`src/rtl/sar_seq_pkg.sv`:
```
package sar_seq_pkg;
    // register byte addresses
    localparam logic [7:0] REF_SEL_ADDR     = 8'hea;
    localparam logic [7:0] INPUT_SEL_ADDR   = 8'heb;
    localparam logic [7:0] RES_MODE_ADDR    = 8'hec;
    localparam logic [7:0] SETTLE_ADDR      = 8'hee;
    localparam logic [7:0] CAP_LOW_ADDR     = 8'hef;
    localparam logic [7:0] CAP_AUX_ADDR     = 8'hf0;
    localparam logic [7:0] LENGTHS_ADDR     = 8'hf1;
    localparam logic [7:0] SEQ_CTRL_ADDR    = 8'hf2;
    localparam logic [7:0] HOLD_ADDR        = 8'hf3;
    localparam logic [7:0] CLK_DIV_ADDR     = 8'hf4;
    localparam logic [7:0] STATUS_ADDR      = 8'hf6;
    localparam logic [7:0] RESULT_LOW_ADDR  = 8'hf7;
    localparam logic [7:0] RESULT_HIGH_ADDR = 8'hf8;
    localparam logic [7:0] PRESCALE_ADDR    = 8'hfa;
    localparam logic [7:0] POWER_ADDR       = 8'hfc;
    // field positions
    localparam int DIFF_BIT    = 6;
    localparam int ENABLE_BIT  = 2;
    localparam int BLOCK_BIT   = 3;
    localparam int MAXIDX_LSB  = 4;
    localparam int CAPHI_LSB   = 6;
    localparam int SCALE_LSB   = 6;
    localparam int PD_BIT      = 5;
    // reset values
    localparam logic [1:0] REF_RST      = 2'h0;
    localparam logic [7:0] INPUT_RST    = 8'h00;
    localparam logic [1:0] RES_RST      = 2'h3;
    localparam logic       DIFF_RST     = 1'h0;
    localparam logic [3:0] SETTLE_RST   = 4'h0;
    localparam logic [7:0] BYTE_RST     = 8'h00;
    localparam logic [1:0] MAXIDX_RST   = 2'h0;
    localparam logic [2:0] DIV_RST      = 3'h3;
    localparam logic [1:0] SCALE_RST    = 2'h0;
    localparam logic       PD_RST       = 1'h1;
    // sequencer needs state index 2 (set + capture) to run
    localparam logic [1:0] MAXIDX_RUN   = 2'h2;
    // settling phase cycles per code step
    localparam int SETTLE_STEP = 3;
    typedef enum {SEQ_IDLE, SEQ_SET, SEQ_CAPTURE} seq_state_t;
endpackage

```
`src/rtl/sar_adc_sequencer_regs.sv`:
```
// Functional notes
// - state lengths counted in reference clock cycles
// - capture length from ten-bit split field
// - set length from low nibble field
// - sampling runs only while channel enabled
// - block bit gates result delivery to core
// - two-bit max state index, resets zero
// - hold bit freezes the result bytes
// - converter clock is reference over divider+1
// - valid set at capture end, cleared in set
// - result read-only, low and high bytes
// - settling cycles from four-bit code
// - resolution 8/10/12/14 bits, resets to 14
// - differential mode bit, resets zero
// - positive input selector decode
// - negative input selector decode
// - reference select 0.9 V or 1.2 V
// - input prescale one or one eighth
// - reset powered down, clear before converting
// - run pulse at capture start, latch at end
// - result sign-extended to sixteen bits
// - one set then one capture state
`timescale 1ns/1ps
module sar_adc_sequencer_regs
    import sar_seq_pkg::*;
(
    input  wire logic        clk,
    input  wire logic        rstn,
    input  wire logic [7:0]  regAddr,
    input  wire logic [7:0]  regWdata,
    input  wire logic        regWrite,
    input  wire logic        regRead,
    output logic      [7:0]  regRdata,
    input  wire logic [15:0] convData,
    output logic             convRun,
    output logic             convClock,
    output logic             convPowerDown,
    output logic      [3:0]  posInputSel,
    output logic      [3:0]  negInputSel,
    output logic             diffMode,
    output logic      [1:0]  referenceSel,
    output logic      [1:0]  resolution,
    output logic      [1:0]  inputPrescaleSelect,
    output logic      [5:0]  settleCycles,
    output logic             resultValid,
    output logic             coreStrobe,
    output logic      [15:0] coreData
);

    // configuration storage
    logic [7:0] captureLow;     // capture length bits 7:0
    logic [7:0] captureAux;     // plain storage byte
    logic [7:0] stateLengths;   // set nibble and capture bits 9:8
    logic [3:0] settleCode;     // settling phase code
    logic       chanEnable;     // sampling enable
    logic       coreBlock;      // one blocks delivery to core
    logic [1:0] maxIndex;       // highest state index
    logic       resultHold;     // one freezes result bytes
    logic [2:0] clkDiv;         // converter clock divider
    logic [15:0] result;        // result bytes

    // sequencer
    seq_state_t  seqState;
    seq_state_t  next_seqState;
    logic [9:0]  stateCnt;      // cycles spent in current state
    logic [2:0]  divCnt;        // converter clock phase
    logic [2:0]  next_divCnt;

    // write decode
    wire wrRef    = regWrite && regAddr == REF_SEL_ADDR;
    wire wrInput  = regWrite && regAddr == INPUT_SEL_ADDR;
    wire wrRes    = regWrite && regAddr == RES_MODE_ADDR;
    wire wrSettle = regWrite && regAddr == SETTLE_ADDR;
    wire wrCapLo  = regWrite && regAddr == CAP_LOW_ADDR;
    wire wrCapAux = regWrite && regAddr == CAP_AUX_ADDR;
    wire wrLen    = regWrite && regAddr == LENGTHS_ADDR;
    wire wrCtrl   = regWrite && regAddr == SEQ_CTRL_ADDR;
    wire wrHold   = regWrite && regAddr == HOLD_ADDR;
    wire wrDiv    = regWrite && regAddr == CLK_DIV_ADDR;
    wire wrScale  = regWrite && regAddr == PRESCALE_ADDR;
    wire wrPower  = regWrite && regAddr == POWER_ADDR;

    // state lengths; a zero length still takes one cycle
    wire [9:0] captureStateLength =
        {stateLengths[CAPHI_LSB+1:CAPHI_LSB], captureLow};
    wire [3:0] setLength = stateLengths[3:0];
    wire [9:0] setEnd = (setLength == 4'h0) ? 10'h000
                      : {6'h00, setLength - 4'h1};
    wire [9:0] capEnd = (captureStateLength == 10'h000) ? 10'h000
                      : captureStateLength - 10'h001;

    // run condition: enabled, powered, index reaches capture
    wire seqGo = chanEnable && !convPowerDown
              && maxIndex >= MAXIDX_RUN;
    wire setDone    = seqState == SEQ_SET && stateCnt == setEnd;
    wire captureEnd = seqState == SEQ_CAPTURE && stateCnt == capEnd;
    wire enterCap   = seqGo && setDone;

    // sign extension of the converter word by resolution
    function automatic logic [15:0] signExtend(
        input logic [15:0] d,
        input logic [1:0]  res
    );
        int top;
        logic [15:0] o;
        top = 7 + 2 * int'(res);
        o = d;
        for (int i = 0; i < 16; i++) begin
            if (i > top) begin
                o[i] = d[top];
            end
        end
        return o;
    endfunction
    wire [15:0] extData = signExtend(convData, resolution);

    // next state of the sequencer
    always_comb begin
        next_seqState = seqState;
        unique case (seqState)
            SEQ_IDLE: begin
                if (seqGo) begin
                    next_seqState = SEQ_SET;
                end
            end
            SEQ_SET: begin
                if (!seqGo) begin
                    next_seqState = SEQ_IDLE;
                end else if (setDone) begin
                    next_seqState = SEQ_CAPTURE;
                end
            end
            SEQ_CAPTURE: begin
                if (!seqGo) begin
                    next_seqState = SEQ_IDLE;
                end else if (captureEnd) begin
                    next_seqState = SEQ_SET;
                end
            end
        endcase
    end

    // converter clock phase wraps at the divider value
    assign next_divCnt = (divCnt >= clkDiv) ? 3'h0 : divCnt + 3'h1;

    // read selection; reserved bits and holes read zero, except lengths bits 5:4, which read back as written
    wire [7:0] readMux =
        (regAddr == REF_SEL_ADDR)   ? {6'h00, referenceSel} :
        (regAddr == INPUT_SEL_ADDR) ? {posInputSel, negInputSel} :
        (regAddr == RES_MODE_ADDR)  ? {1'b0, diffMode, 4'h0, resolution} :
        (regAddr == SETTLE_ADDR)    ? {4'h0, settleCode} :
        (regAddr == CAP_LOW_ADDR)   ? captureLow :
        (regAddr == CAP_AUX_ADDR)   ? captureAux :
        (regAddr == LENGTHS_ADDR)   ? stateLengths :
        (regAddr == SEQ_CTRL_ADDR)  ? {2'h0, maxIndex, coreBlock,
                                       chanEnable, 2'h0} :
        (regAddr == HOLD_ADDR)      ? {7'h00, resultHold} :
        (regAddr == CLK_DIV_ADDR)   ? {5'h00, clkDiv} :
        (regAddr == STATUS_ADDR)    ? {7'h00, resultValid} :
        (regAddr == RESULT_LOW_ADDR)  ? result[7:0] :
        (regAddr == RESULT_HIGH_ADDR) ? result[15:8] :
        (regAddr == PRESCALE_ADDR)  ? {inputPrescaleSelect, 6'h00} :
        (regAddr == POWER_ADDR)     ? {2'h0, convPowerDown, 5'h00} :
                                      8'h00;

    // software registers; result bytes have no write path
    always_ff @(posedge clk or negedge rstn) begin
        if (!rstn) begin
            referenceSel        <= REF_RST;
            {posInputSel, negInputSel} <= INPUT_RST;
            resolution          <= RES_RST;
            diffMode            <= DIFF_RST;
            settleCode          <= SETTLE_RST;
            captureLow          <= BYTE_RST;
            captureAux          <= BYTE_RST;
            stateLengths        <= BYTE_RST;
            chanEnable          <= 1'b0;
            coreBlock           <= 1'b0;
            maxIndex            <= MAXIDX_RST;
            resultHold          <= 1'b0;
            clkDiv              <= DIV_RST;
            inputPrescaleSelect <= SCALE_RST;
            convPowerDown       <= PD_RST;
        end else begin
            if (wrRef) begin
                referenceSel <= regWdata[1:0];
            end
            if (wrInput) begin
                posInputSel <= regWdata[7:4];
                negInputSel <= regWdata[3:0];
            end
            if (wrRes) begin
                resolution <= regWdata[1:0];
                diffMode   <= regWdata[DIFF_BIT];
            end
            if (wrSettle) begin
                settleCode <= regWdata[3:0];
            end
            if (wrCapLo) begin
                captureLow <= regWdata;
            end
            if (wrCapAux) begin
                captureAux <= regWdata;
            end
            if (wrLen) begin
                stateLengths <= regWdata;
            end
            if (wrCtrl) begin
                chanEnable <= regWdata[ENABLE_BIT];
                coreBlock  <= regWdata[BLOCK_BIT];
                maxIndex   <= regWdata[MAXIDX_LSB+1:MAXIDX_LSB];
            end
            if (wrHold) begin
                resultHold <= regWdata[0];
            end
            if (wrDiv) begin
                clkDiv <= regWdata[2:0];
            end
            if (wrScale) begin
                inputPrescaleSelect <= regWdata[SCALE_LSB+1:SCALE_LSB];
            end
            if (wrPower) begin
                convPowerDown <= regWdata[PD_BIT];
            end
        end
    end

    // read data stands only in the cycle after the strobe
    always_ff @(posedge clk or negedge rstn) begin
        if (!rstn) begin
            regRdata <= 8'h00;
        end else begin
            regRdata <= regRead ? readMux : 8'h00;
        end
    end

    // settling cycles: linear steps of three converter clocks
    always_ff @(posedge clk or negedge rstn) begin
        if (!rstn) begin
            settleCycles <= 6'(SETTLE_STEP);
        end else begin
            settleCycles <= 6'(SETTLE_STEP * (int'(settleCode) + 1));
        end
    end

    // converter clock; held low while powered down to save power
    always_ff @(posedge clk or negedge rstn) begin
        if (!rstn) begin
            divCnt    <= 3'h0;
            convClock <= 1'b0;
        end else begin
            divCnt    <= next_divCnt;
            convClock <= !convPowerDown
                      && next_divCnt <= (clkDiv >> 1);
        end
    end

    // state and length counter; counter restarts on each entry
    always_ff @(posedge clk or negedge rstn) begin
        if (!rstn) begin
            seqState <= SEQ_IDLE;
            stateCnt <= 10'h000;
        end else begin
            seqState <= next_seqState;
            if (next_seqState != seqState) begin
                stateCnt <= 10'h000;
            end else begin
                stateCnt <= stateCnt + 10'h001;
            end
        end
    end

    // run pulse in the first capture cycle
    always_ff @(posedge clk or negedge rstn) begin
        if (!rstn) begin
            convRun <= 1'b0;
        end else begin
            convRun <= enterCap;
        end
    end

    // result latch, valid flag and delivery to the core
    always_ff @(posedge clk or negedge rstn) begin
        if (!rstn) begin
            result      <= 16'h0000;
            resultValid <= 1'b0;
            coreStrobe  <= 1'b0;
            coreData    <= 16'h0000;
        end else begin
            // set wins: capture end takes priority over clearing
            if (captureEnd && seqGo) begin
                resultValid <= 1'b1;
            end else if (seqState == SEQ_SET) begin
                resultValid <= 1'b0;
            end
            if (captureEnd && seqGo && !resultHold) begin
                result <= extData;
            end
            coreStrobe <= captureEnd && seqGo && !coreBlock;
            if (captureEnd && seqGo && !coreBlock) begin
                coreData <= extData;
            end
        end
    end
endmodule

```
`config.mk`:
```
export PLATFORM = sky130hd
export DESIGN_NAME = sar_adc_sequencer_regs
export DESIGN_NICKNAME = d
export VERILOG_FILES = /design/src/rtl/sar_seq_pkg.sv /design/src/rtl/sar_adc_sequencer_regs.sv
export SDC_FILE = /design/constraint.sdc
export NUM_CORES = 1
export LEC_CHECK = 0
export ABC_CLOCK_PERIOD_IN_PS = 5200
export BUFFER_PORTS_ARGS = -buffer_cell sky130_fd_sc_hd__buf_2
export CAP_MARGIN = 40
export CORE_AREA = 2 2 141 143
export CTS_CLUSTER_SIZE = 30
export DETAILED_ROUTE_END_ITERATION = 8
export DIE_AREA = 0 0 143 145
export HOLD_SLACK_MARGIN = 0.03
export PLACE_DENSITY = 0.56
export REMOVE_ABC_BUFFERS = 1
export SYNTH_ARGS = -nofsm -noshare
export SYNTH_HDL_FRONTEND = slang
export SYNTH_SLANG_ARGS = --single-unit
```
`constraint.sdc`:
```
create_clock -name clk -period 5.2 [get_ports clk]
set_clock_uncertainty 0.2 [all_clocks]
set_input_delay 0.78 -clock clk [delete_from_list [all_inputs] [get_ports clk]]
set_output_delay 0.78 -clock clk [all_outputs]
set_load 0.02 [all_outputs]
```
== Word-level counts from Yosys, hierarchy flattened ==
Index checks and enable logic that the tools add are counted.

* Flip-flop bits (word level): 147
* Word-level logic and storage cells: 151
* Bits of input ports: 36
* Output and inout port bits: 50

* Add/subtract/negate cells: 6
* Reduce and logical (&&, ||, !) cells: 28
* $lt $le $gt $ge: 20
* Muxes and demuxes: 47
* $mul: 1
* Equality and inequality tests: 22

{| class="wikitable"
|+ Operator list
! operator !! count
|-
| $mux W32 || 5
|-
| $eq A8 B8 Y1 const B || 15
|-
| $mux W8 || 15
|-
| $pmux W32 S3 || 1
|-
| $eq A32 B2 Y1 const B || 2
|-
| $eq A32 B1 Y1 const B || 1
|-
| $eq A32 B3 Y1 const B || 1
|-
| $gt A4 B4 Y1 const A || 8
|-
| $logic_not A32 Y1 || 1
|-
| $ne A32 B32 Y1 || 1
|-
| $logic_and A1 B1 Y1 || 21
|-
| $mux W1 || 20
|-
| $mux W10 || 2
|-
| $gt A3 B4 Y1 const A || 4
|-
| $add A10 B1 Y10 const B || 1
|-
| $eq A10 B10 Y1 || 1
|-
| $eq A10 B4 Y1 || 1
|-
| $logic_not A10 Y1 || 1
|-
| $sub A10 B1 Y10 const B || 1
|-
| $gt A1 B4 Y1 const A || 2
|-
| $gt A2 B4 Y1 const A || 2
|-
| $mul A2 B5 Y6 const A || 1
|-
| $mux W6 || 1
|-
| $add A4 B1 Y5 const B || 1
|-
| other kinds (13) || 15
|}

== Logic depth before layout (Yosys ltp) ==
* Depth in word-level cells: 17
* Gate-level depth with buffers: 11

== Worst setup path before layout ==
No wires, ideal clock.

* Kind: reg-to-reg
* From: register resolution[0]
* To: register coreData[11]
* Setup time: 0.125 ns
* Clock period less this slack: 3.347 ns
* Stages on the path, launching flop included: 10
* Required time: 4.875 ns
* Arrival: 3.022 ns
* Slack: 1.853 ns
* Path through: dfstp_2 > clkbuf_1 > inv_1 > ha_1 > mux4_2 > nand2_1 > o21ai_0 > clkdlybuf4s50_2 > mux2_2 > mux2_4

* Longest elaborated chain between the ends: 5
* Elaborated cells on any way between the ends: 6
* Classes of those cells: add/sub (1); order compare (1); mux (4)

{| class="wikitable"
|+ Ends and longest elaborated chain
! what !! RTL line !! RTL
|-
| start: declaration || sar_adc_sequencer_regs.sv:42 || <nowiki>output logic [1:0] resolution,</nowiki>
|-
| start signal: assignment || sar_adc_sequencer_regs.sv:193 || <nowiki>resolution <= regWdata[1:0];</nowiki>
|-
| $add A3 B3 Y4 * || sar_adc_sequencer_regs.sv:106 || <nowiki>top = 7 + 2 * int'(res);</nowiki>
|-
| $bmux W1 S4 || sar_adc_sequencer_regs.sv:110 || <nowiki>o[i] = d[top];</nowiki>
|-
| $mux W1 (not written as such) (2 in a row) || sar_adc_sequencer_regs.sv:110 ||
|-
| $mux W1 * || sar_adc_sequencer_regs.sv:109 || <nowiki>if (i > top) begin</nowiki>
|-
| end signal: assignment || sar_adc_sequencer_regs.sv:301 || <nowiki>coreData <= extData;</nowiki>
|-
| end: declaration || sar_adc_sequencer_regs.sv:47 || <nowiki>output logic [15:0] coreData</nowiki>
|}

Mark *: on every way between the ends. The rest lies on a longest branch, timed or not. The select of a mux whose other input is x is not followed.
A chain may end at the register's enable or synchronous reset.

== Final worst setup path ==
* From: register captureLow[0]
* To: register coreData[1]

* Longest elaborated chain between the ends: 6
* Elaborated cells on any way between the ends: 7
* Classes of those cells: add/sub (1); eq/ne (1); mux (1); reduce/logical (4)

{| class="wikitable"
|+ Ends and longest elaborated chain
! what !! RTL line !! RTL
|-
| start: declaration || sar_adc_sequencer_regs.sv:51 || <nowiki>logic [7:0] captureLow;</nowiki>
|-
| start signal: assignment || sar_adc_sequencer_regs.sv:200 || <nowiki>captureLow <= regWdata;</nowiki>
|-
| $sub A10 B1 Y10 / $logic_not A10 Y1 (equally long branches) || sar_adc_sequencer_regs.sv:90, sar_adc_sequencer_regs.sv:89 ||
|-
| $mux W10 * || sar_adc_sequencer_regs.sv:89 || <nowiki>wire [9:0] capEnd = (captureStateLength == 10'h000) ? 10'h000</nowiki>
|-
| $eq A10 B10 Y1 * || sar_adc_sequencer_regs.sv:96 || <nowiki>wire captureEnd = seqState == SEQ_CAPTURE && stateCnt == capEnd;</nowiki>
|-
| $logic_and A1 B1 Y1 * || sar_adc_sequencer_regs.sv:96 ||
|-
| $logic_and A1 B1 Y1 * (2 in a row) || sar_adc_sequencer_regs.sv:300 || <nowiki>if (captureEnd && seqGo && !coreBlock) begin</nowiki>
|}

Mark *: on every way between the ends. The rest lies on a longest branch, timed or not.

==> Flow_metrics.wiki <==
{| class="wikitable"
! Metric !! Value
|-
| Maximum fanout along the worst path || 16
|-
| Cell area after layout || 8850 um2
|-
| Endpoint type of the worst setup path || flop
|-
| Routed wire per std cell || 18.4 um
|-
| Drt initial violations || 380
|-
| Count of placed standard cells in the final layout, fillers left out || 1,022
|-
| Pin count of the biggest net entering global routing || 62
|-
| Area of the mapped netlist || 7570 um2
|-
| Status || complete, no violations
|-
| CTS H-Tree Depth || 4
|-
| Final Power || 3.08 mW
|-
| Total clock sinks || 147
|-
| Area growth from synthesis to layout || 16.8%
|-
| Clock latency on the worst-skew pair || 420 ps
|-
| Kind of cell adding the most delay to the critical path || compound AO/OA/AOI/OAI gates
|-
| Cell at the slowest stage of the critical path || dfrtp_1
|-
| Final antenna diode count || 0
|-
| DRC Markers || 0
|-
| Overall overflow remaining after global route || 0
|-
| Cell count after synthesis || 663
|-
| Initial core utilization || 39.4%
|-
| Most used DFF post-synth || dfrtp_1
|-
| Number of warnings reported in the yosys synthesis log || 0
|-
| Buffering stage count on the worst path with inverters included || 2
|-
| Number of nets with antenna violations after routing || 0
|-
| Max-slew headroom at the worst pin || 50.0%
|-
| Total global routing track utilization || 19.0%
|-
| RSZ-0062 raised after global routing || false
|-
| Detailed-routing iteration count for the pre-antenna-repair pass || 7
|-
| Data required time at the worst endpoint || 5310 ps
|-
| DIE HEIGHT || 145 um
|-
| Half-perimeter wire length after placement || 13,600 um
|-
| Power density over the cells || 348 nW/um2
|-
| Hold violation count in the final report || 0
|-
| Category of the most critical setup path || reg -> reg
|-
| Leakage component of the power || 4.33 nW
|-
| Critical path arrival || 3660 ps
|-
| Syn Area/Cell || 11.4 um2
|-
| Sequential-to-total area share from yosys stat || 48.7%
|-
| Number of clock buffers inserted by TritonCTS || 17
|-
| Post-Place Cell Area || 8230 um2
|-
| Series of cell instances along the critical path || inv_1 -> ha_1 -> nor3b_4 -> o21ai_1 -> a221o_1 -> o31ai_1 -> nand4_4 -> nor4_4 -> buf_4 -> mux2_2
|-
| Number of max-cap violations || 0
|-
| Wire length reported by the detailed router || 18,800 um
|-
| Hold WC Path Type || in -> async
|-
| Most frequent standard cell in the layout excluding fill and tap cells || dfrtp_1
|-
| Cell count after placement || 989
|-
| EDFF count, synth || 0
|-
| Number of hold-repair buffers added at the cts stage || 0
|-
| Horizontal extent of the die || 143 um
|-
| Aggregate negative setup slack || 0 ps
|-
| Ratio of routed vias to standard cells || 5.46
|-
| Commonest non-fill, non-tap cells in the layout || 140 x dfrtp_1, 83 x buf_2, 73 x mux2_2, 51 x nand2_1, 32 x nor2_1
|-
| Final setup violating endpoints || 0
|-
| Asr flop ratio synth || 100%
|-
| Proportion of layout cells with a drive suffix above 1 || 32.6%
|-
| Netlist cell types || 72
|-
| Number of buffers inserted by port buffering || 84
|-
| Clock tree from TritonCTS || yes
|-
| Clock root buffer master || clkbuf_16
|-
| Crit path launch type || flop
|-
| Fin. max-slew vios || 0
|-
| Final design utilization || 46.1%
|-
| Share of the clock period used by the worst path after layout || 68.2%
|-
| Placeable core region || 19,200 um2
|-
| Final Wtd Congestion || 0.891
|-
| Via count of the first global-routing pass || 5,718
|-
| Clk slew on worst S/H paths || 70 ps
|-
| Achievable frequency || 282 MHz
|-
| Maximum VDD drop || 0.189 mV
|-
| Yosys reg bits || 147
|-
| Maximum single-stage delay on the critical path || 480 ps
|-
| Global-route wire length before repair || 30,800 um
|-
| Die area || 20,700 um2
|-
| Minimum clock period || 3550 ps
|-
| Top-Level Pins || 86
|-
| Count of instances resized after the clock tree is built || 0
|-
| Via count of the routed design || 5,585
|-
| Final #Nets || 800
|-
| CTS Buffer Depth || 2
|-
| Postcts setup bufs || 0
|-
| Initial antenna violation count || 0
|-
| FP Rows || 51
|-
| Tightest Pin Transition || 743 ps
|}
-- worst reg2reg max path, cell delays in order (launching register included) --
cell	delay, ps
dfrtp_1	480
inv_1	120
ha_1	210
nor3b_4	280
o21ai_1	90
a221o_1	380
o31ai_1	480
nand4_4	220
nor4_4	240
buf_4	350
mux2_2	390
-- cells in the mapped netlist (2+ instances only) --
cell | n | area [um2]
mux4_2 | 2 | 45.0
nand3b_1 | 2 | 15.0
buf_4 | 2 | 15.0
or4_1 | 3 | 22.5
mux2_2 | 73 | 822
nor4_1 | 14 | 87.6
buf_2 | 2 | 10.0
nor4_4 | 3 | 63.8
dfrtp_1 | 140 | 3500
nor2b_1 | 20 | 125
a21o_1 | 5 | 37.5
mux2_4 | 20 | 300
o22ai_1 | 3 | 18.8
o211ai_1 | 4 | 30.0
clkbuf_8 | 2 | 27.5
mux2i_1 | 4 | 40.0
a22o_1 | 2 | 17.5
ha_1 | 20 | 250
a31oi_1 | 11 | 68.8
dfstp_2 | 7 | 184
a221oi_1 | 3 | 26.3
nand2b_1 | 8 | 50.1
and3_2 | 2 | 15.0
inv_1 | 19 | 71.3
a222oi_1 | 5 | 50.1
and2_1 | 18 | 113
and3_1 | 4 | 25.0
nor2_1 | 32 | 120
nor3b_1 | 3 | 22.5
buf_6 | 2 | 22.5
a22oi_1 | 10 | 75.1
clkbuf_1 | 21 | 78.8
nand3_1 | 13 | 65.1
buf_8 | 2 | 30.0
xor2_1 | 12 | 105
nand2_1 | 51 | 191
or3_1 | 2 | 12.5
a21oi_1 | 29 | 145
o31ai_1 | 5 | 37.5
a221o_1 | 2 | 20.0
xnor2_1 | 13 | 114
nand4_1 | 7 | 43.8
nor3_1 | 14 | 70.1
nor4b_1 | 3 | 26.3
o21ai_0 | 17 | 85.1
-- registers in the layout, indices dropped and copies added, names as in the netlist, 2 cells and up --
signal / count
captureAux: 8
captureLow: 8
clkDiv: 3
coreData: 16
divCnt: 3
inputPrescaleSelect: 2
maxIndex: 2
negInputSel: 4
posInputSel: 4
referenceSel: 2
regRdata: 8
resolution: 2
result: 16
seqState: 32
settleCode: 4
settleCycles: 6
stateCnt: 10
stateLengths: 8
-- where the power goes --
group / switching, mW / total, mW / internal (mW)
registers: 0.106 / 1.32 / 1.21
logic: 0.282 / 0.503 / 0.221
clock network: 0.526 / 1.26 / 0.737
-- kinds of logic (layout without fill, tap and decap cells) --
family                   Yosys count  in the layout  share of synthesized area (%)
multiplexers                      99             99                           15.9
buffers and inverters             51            145                           3.52
AO/OA/AOI/OAI                    110            110                           9.75
flip-flops                       147            147                           48.7
XOR/XNOR                          25             25                           2.89
adder cells (fa/ha/maj)           20             20                           3.30
AND/OR/NAND/NOR                  211            211                           15.9
-- metrics by stage --
stage	hold WS [ps]	setup slack, ps
finish	53.0	1650
detailed placement	272	1640
global placement	269	1710
floorplan	254	1690
CTS	58.1	1630
global route	71.3	1440
-- final cells by class --
| cell class | count | area, um2 |
|---|---|---|
| Fill cell | 1781 | 10400 |
| Timing Repair Buffer | 94 | 529 |
| Clock buffer | 18 | 439 |
| Sequential cell | 147 | 3690 |
| Tap cell | 265 | 332 |
| Inverter | 19 | 71.3 |
| Multi-Input combinational cell | 465 | 3620 |
| Clock inverter | 14 | 170 |
-- worst paths after layout --
| kind | startpoint | end | slack [ps] | cells past startpoint |
|---|---|---|---|---|
| worst max register to register | captureLow[0]$_DFFE_PN0P_ | coreData[1]$_DFFE_PN0P_ | 1650 | 10 |
| worst min register to register | seqState[24]$_DFF_PN0_ | seqState[24]$_DFF_PN0_ | 280 | 1 |
| min in group clk | seqState[24]$_DFF_PN0_ | seqState[24]$_DFF_PN0_ | 280 | 1 |
| worst max-delay path | captureLow[0]$_DFFE_PN0P_ | coreData[1]$_DFFE_PN0P_ | 1650 | 10 |
| worst min-delay path | rstn | coreData[15]$_DFFE_PN0P_ | 50 | 1 |
| max in group asynchronous | rstn | seqState[3]$_DFF_PN0_ | 3800 | 2 |
-- metal layers --
metal	share of wire (%)	GRT usage (%)	vias to the layer above
met2	48	29.7	133
met1	47	27.5	2855
met5	0	0	-
met3	3.8	3.20	18
met4	0.96	4.75	0
li1	-	-	2579
(Power assumes the default switching activity.)
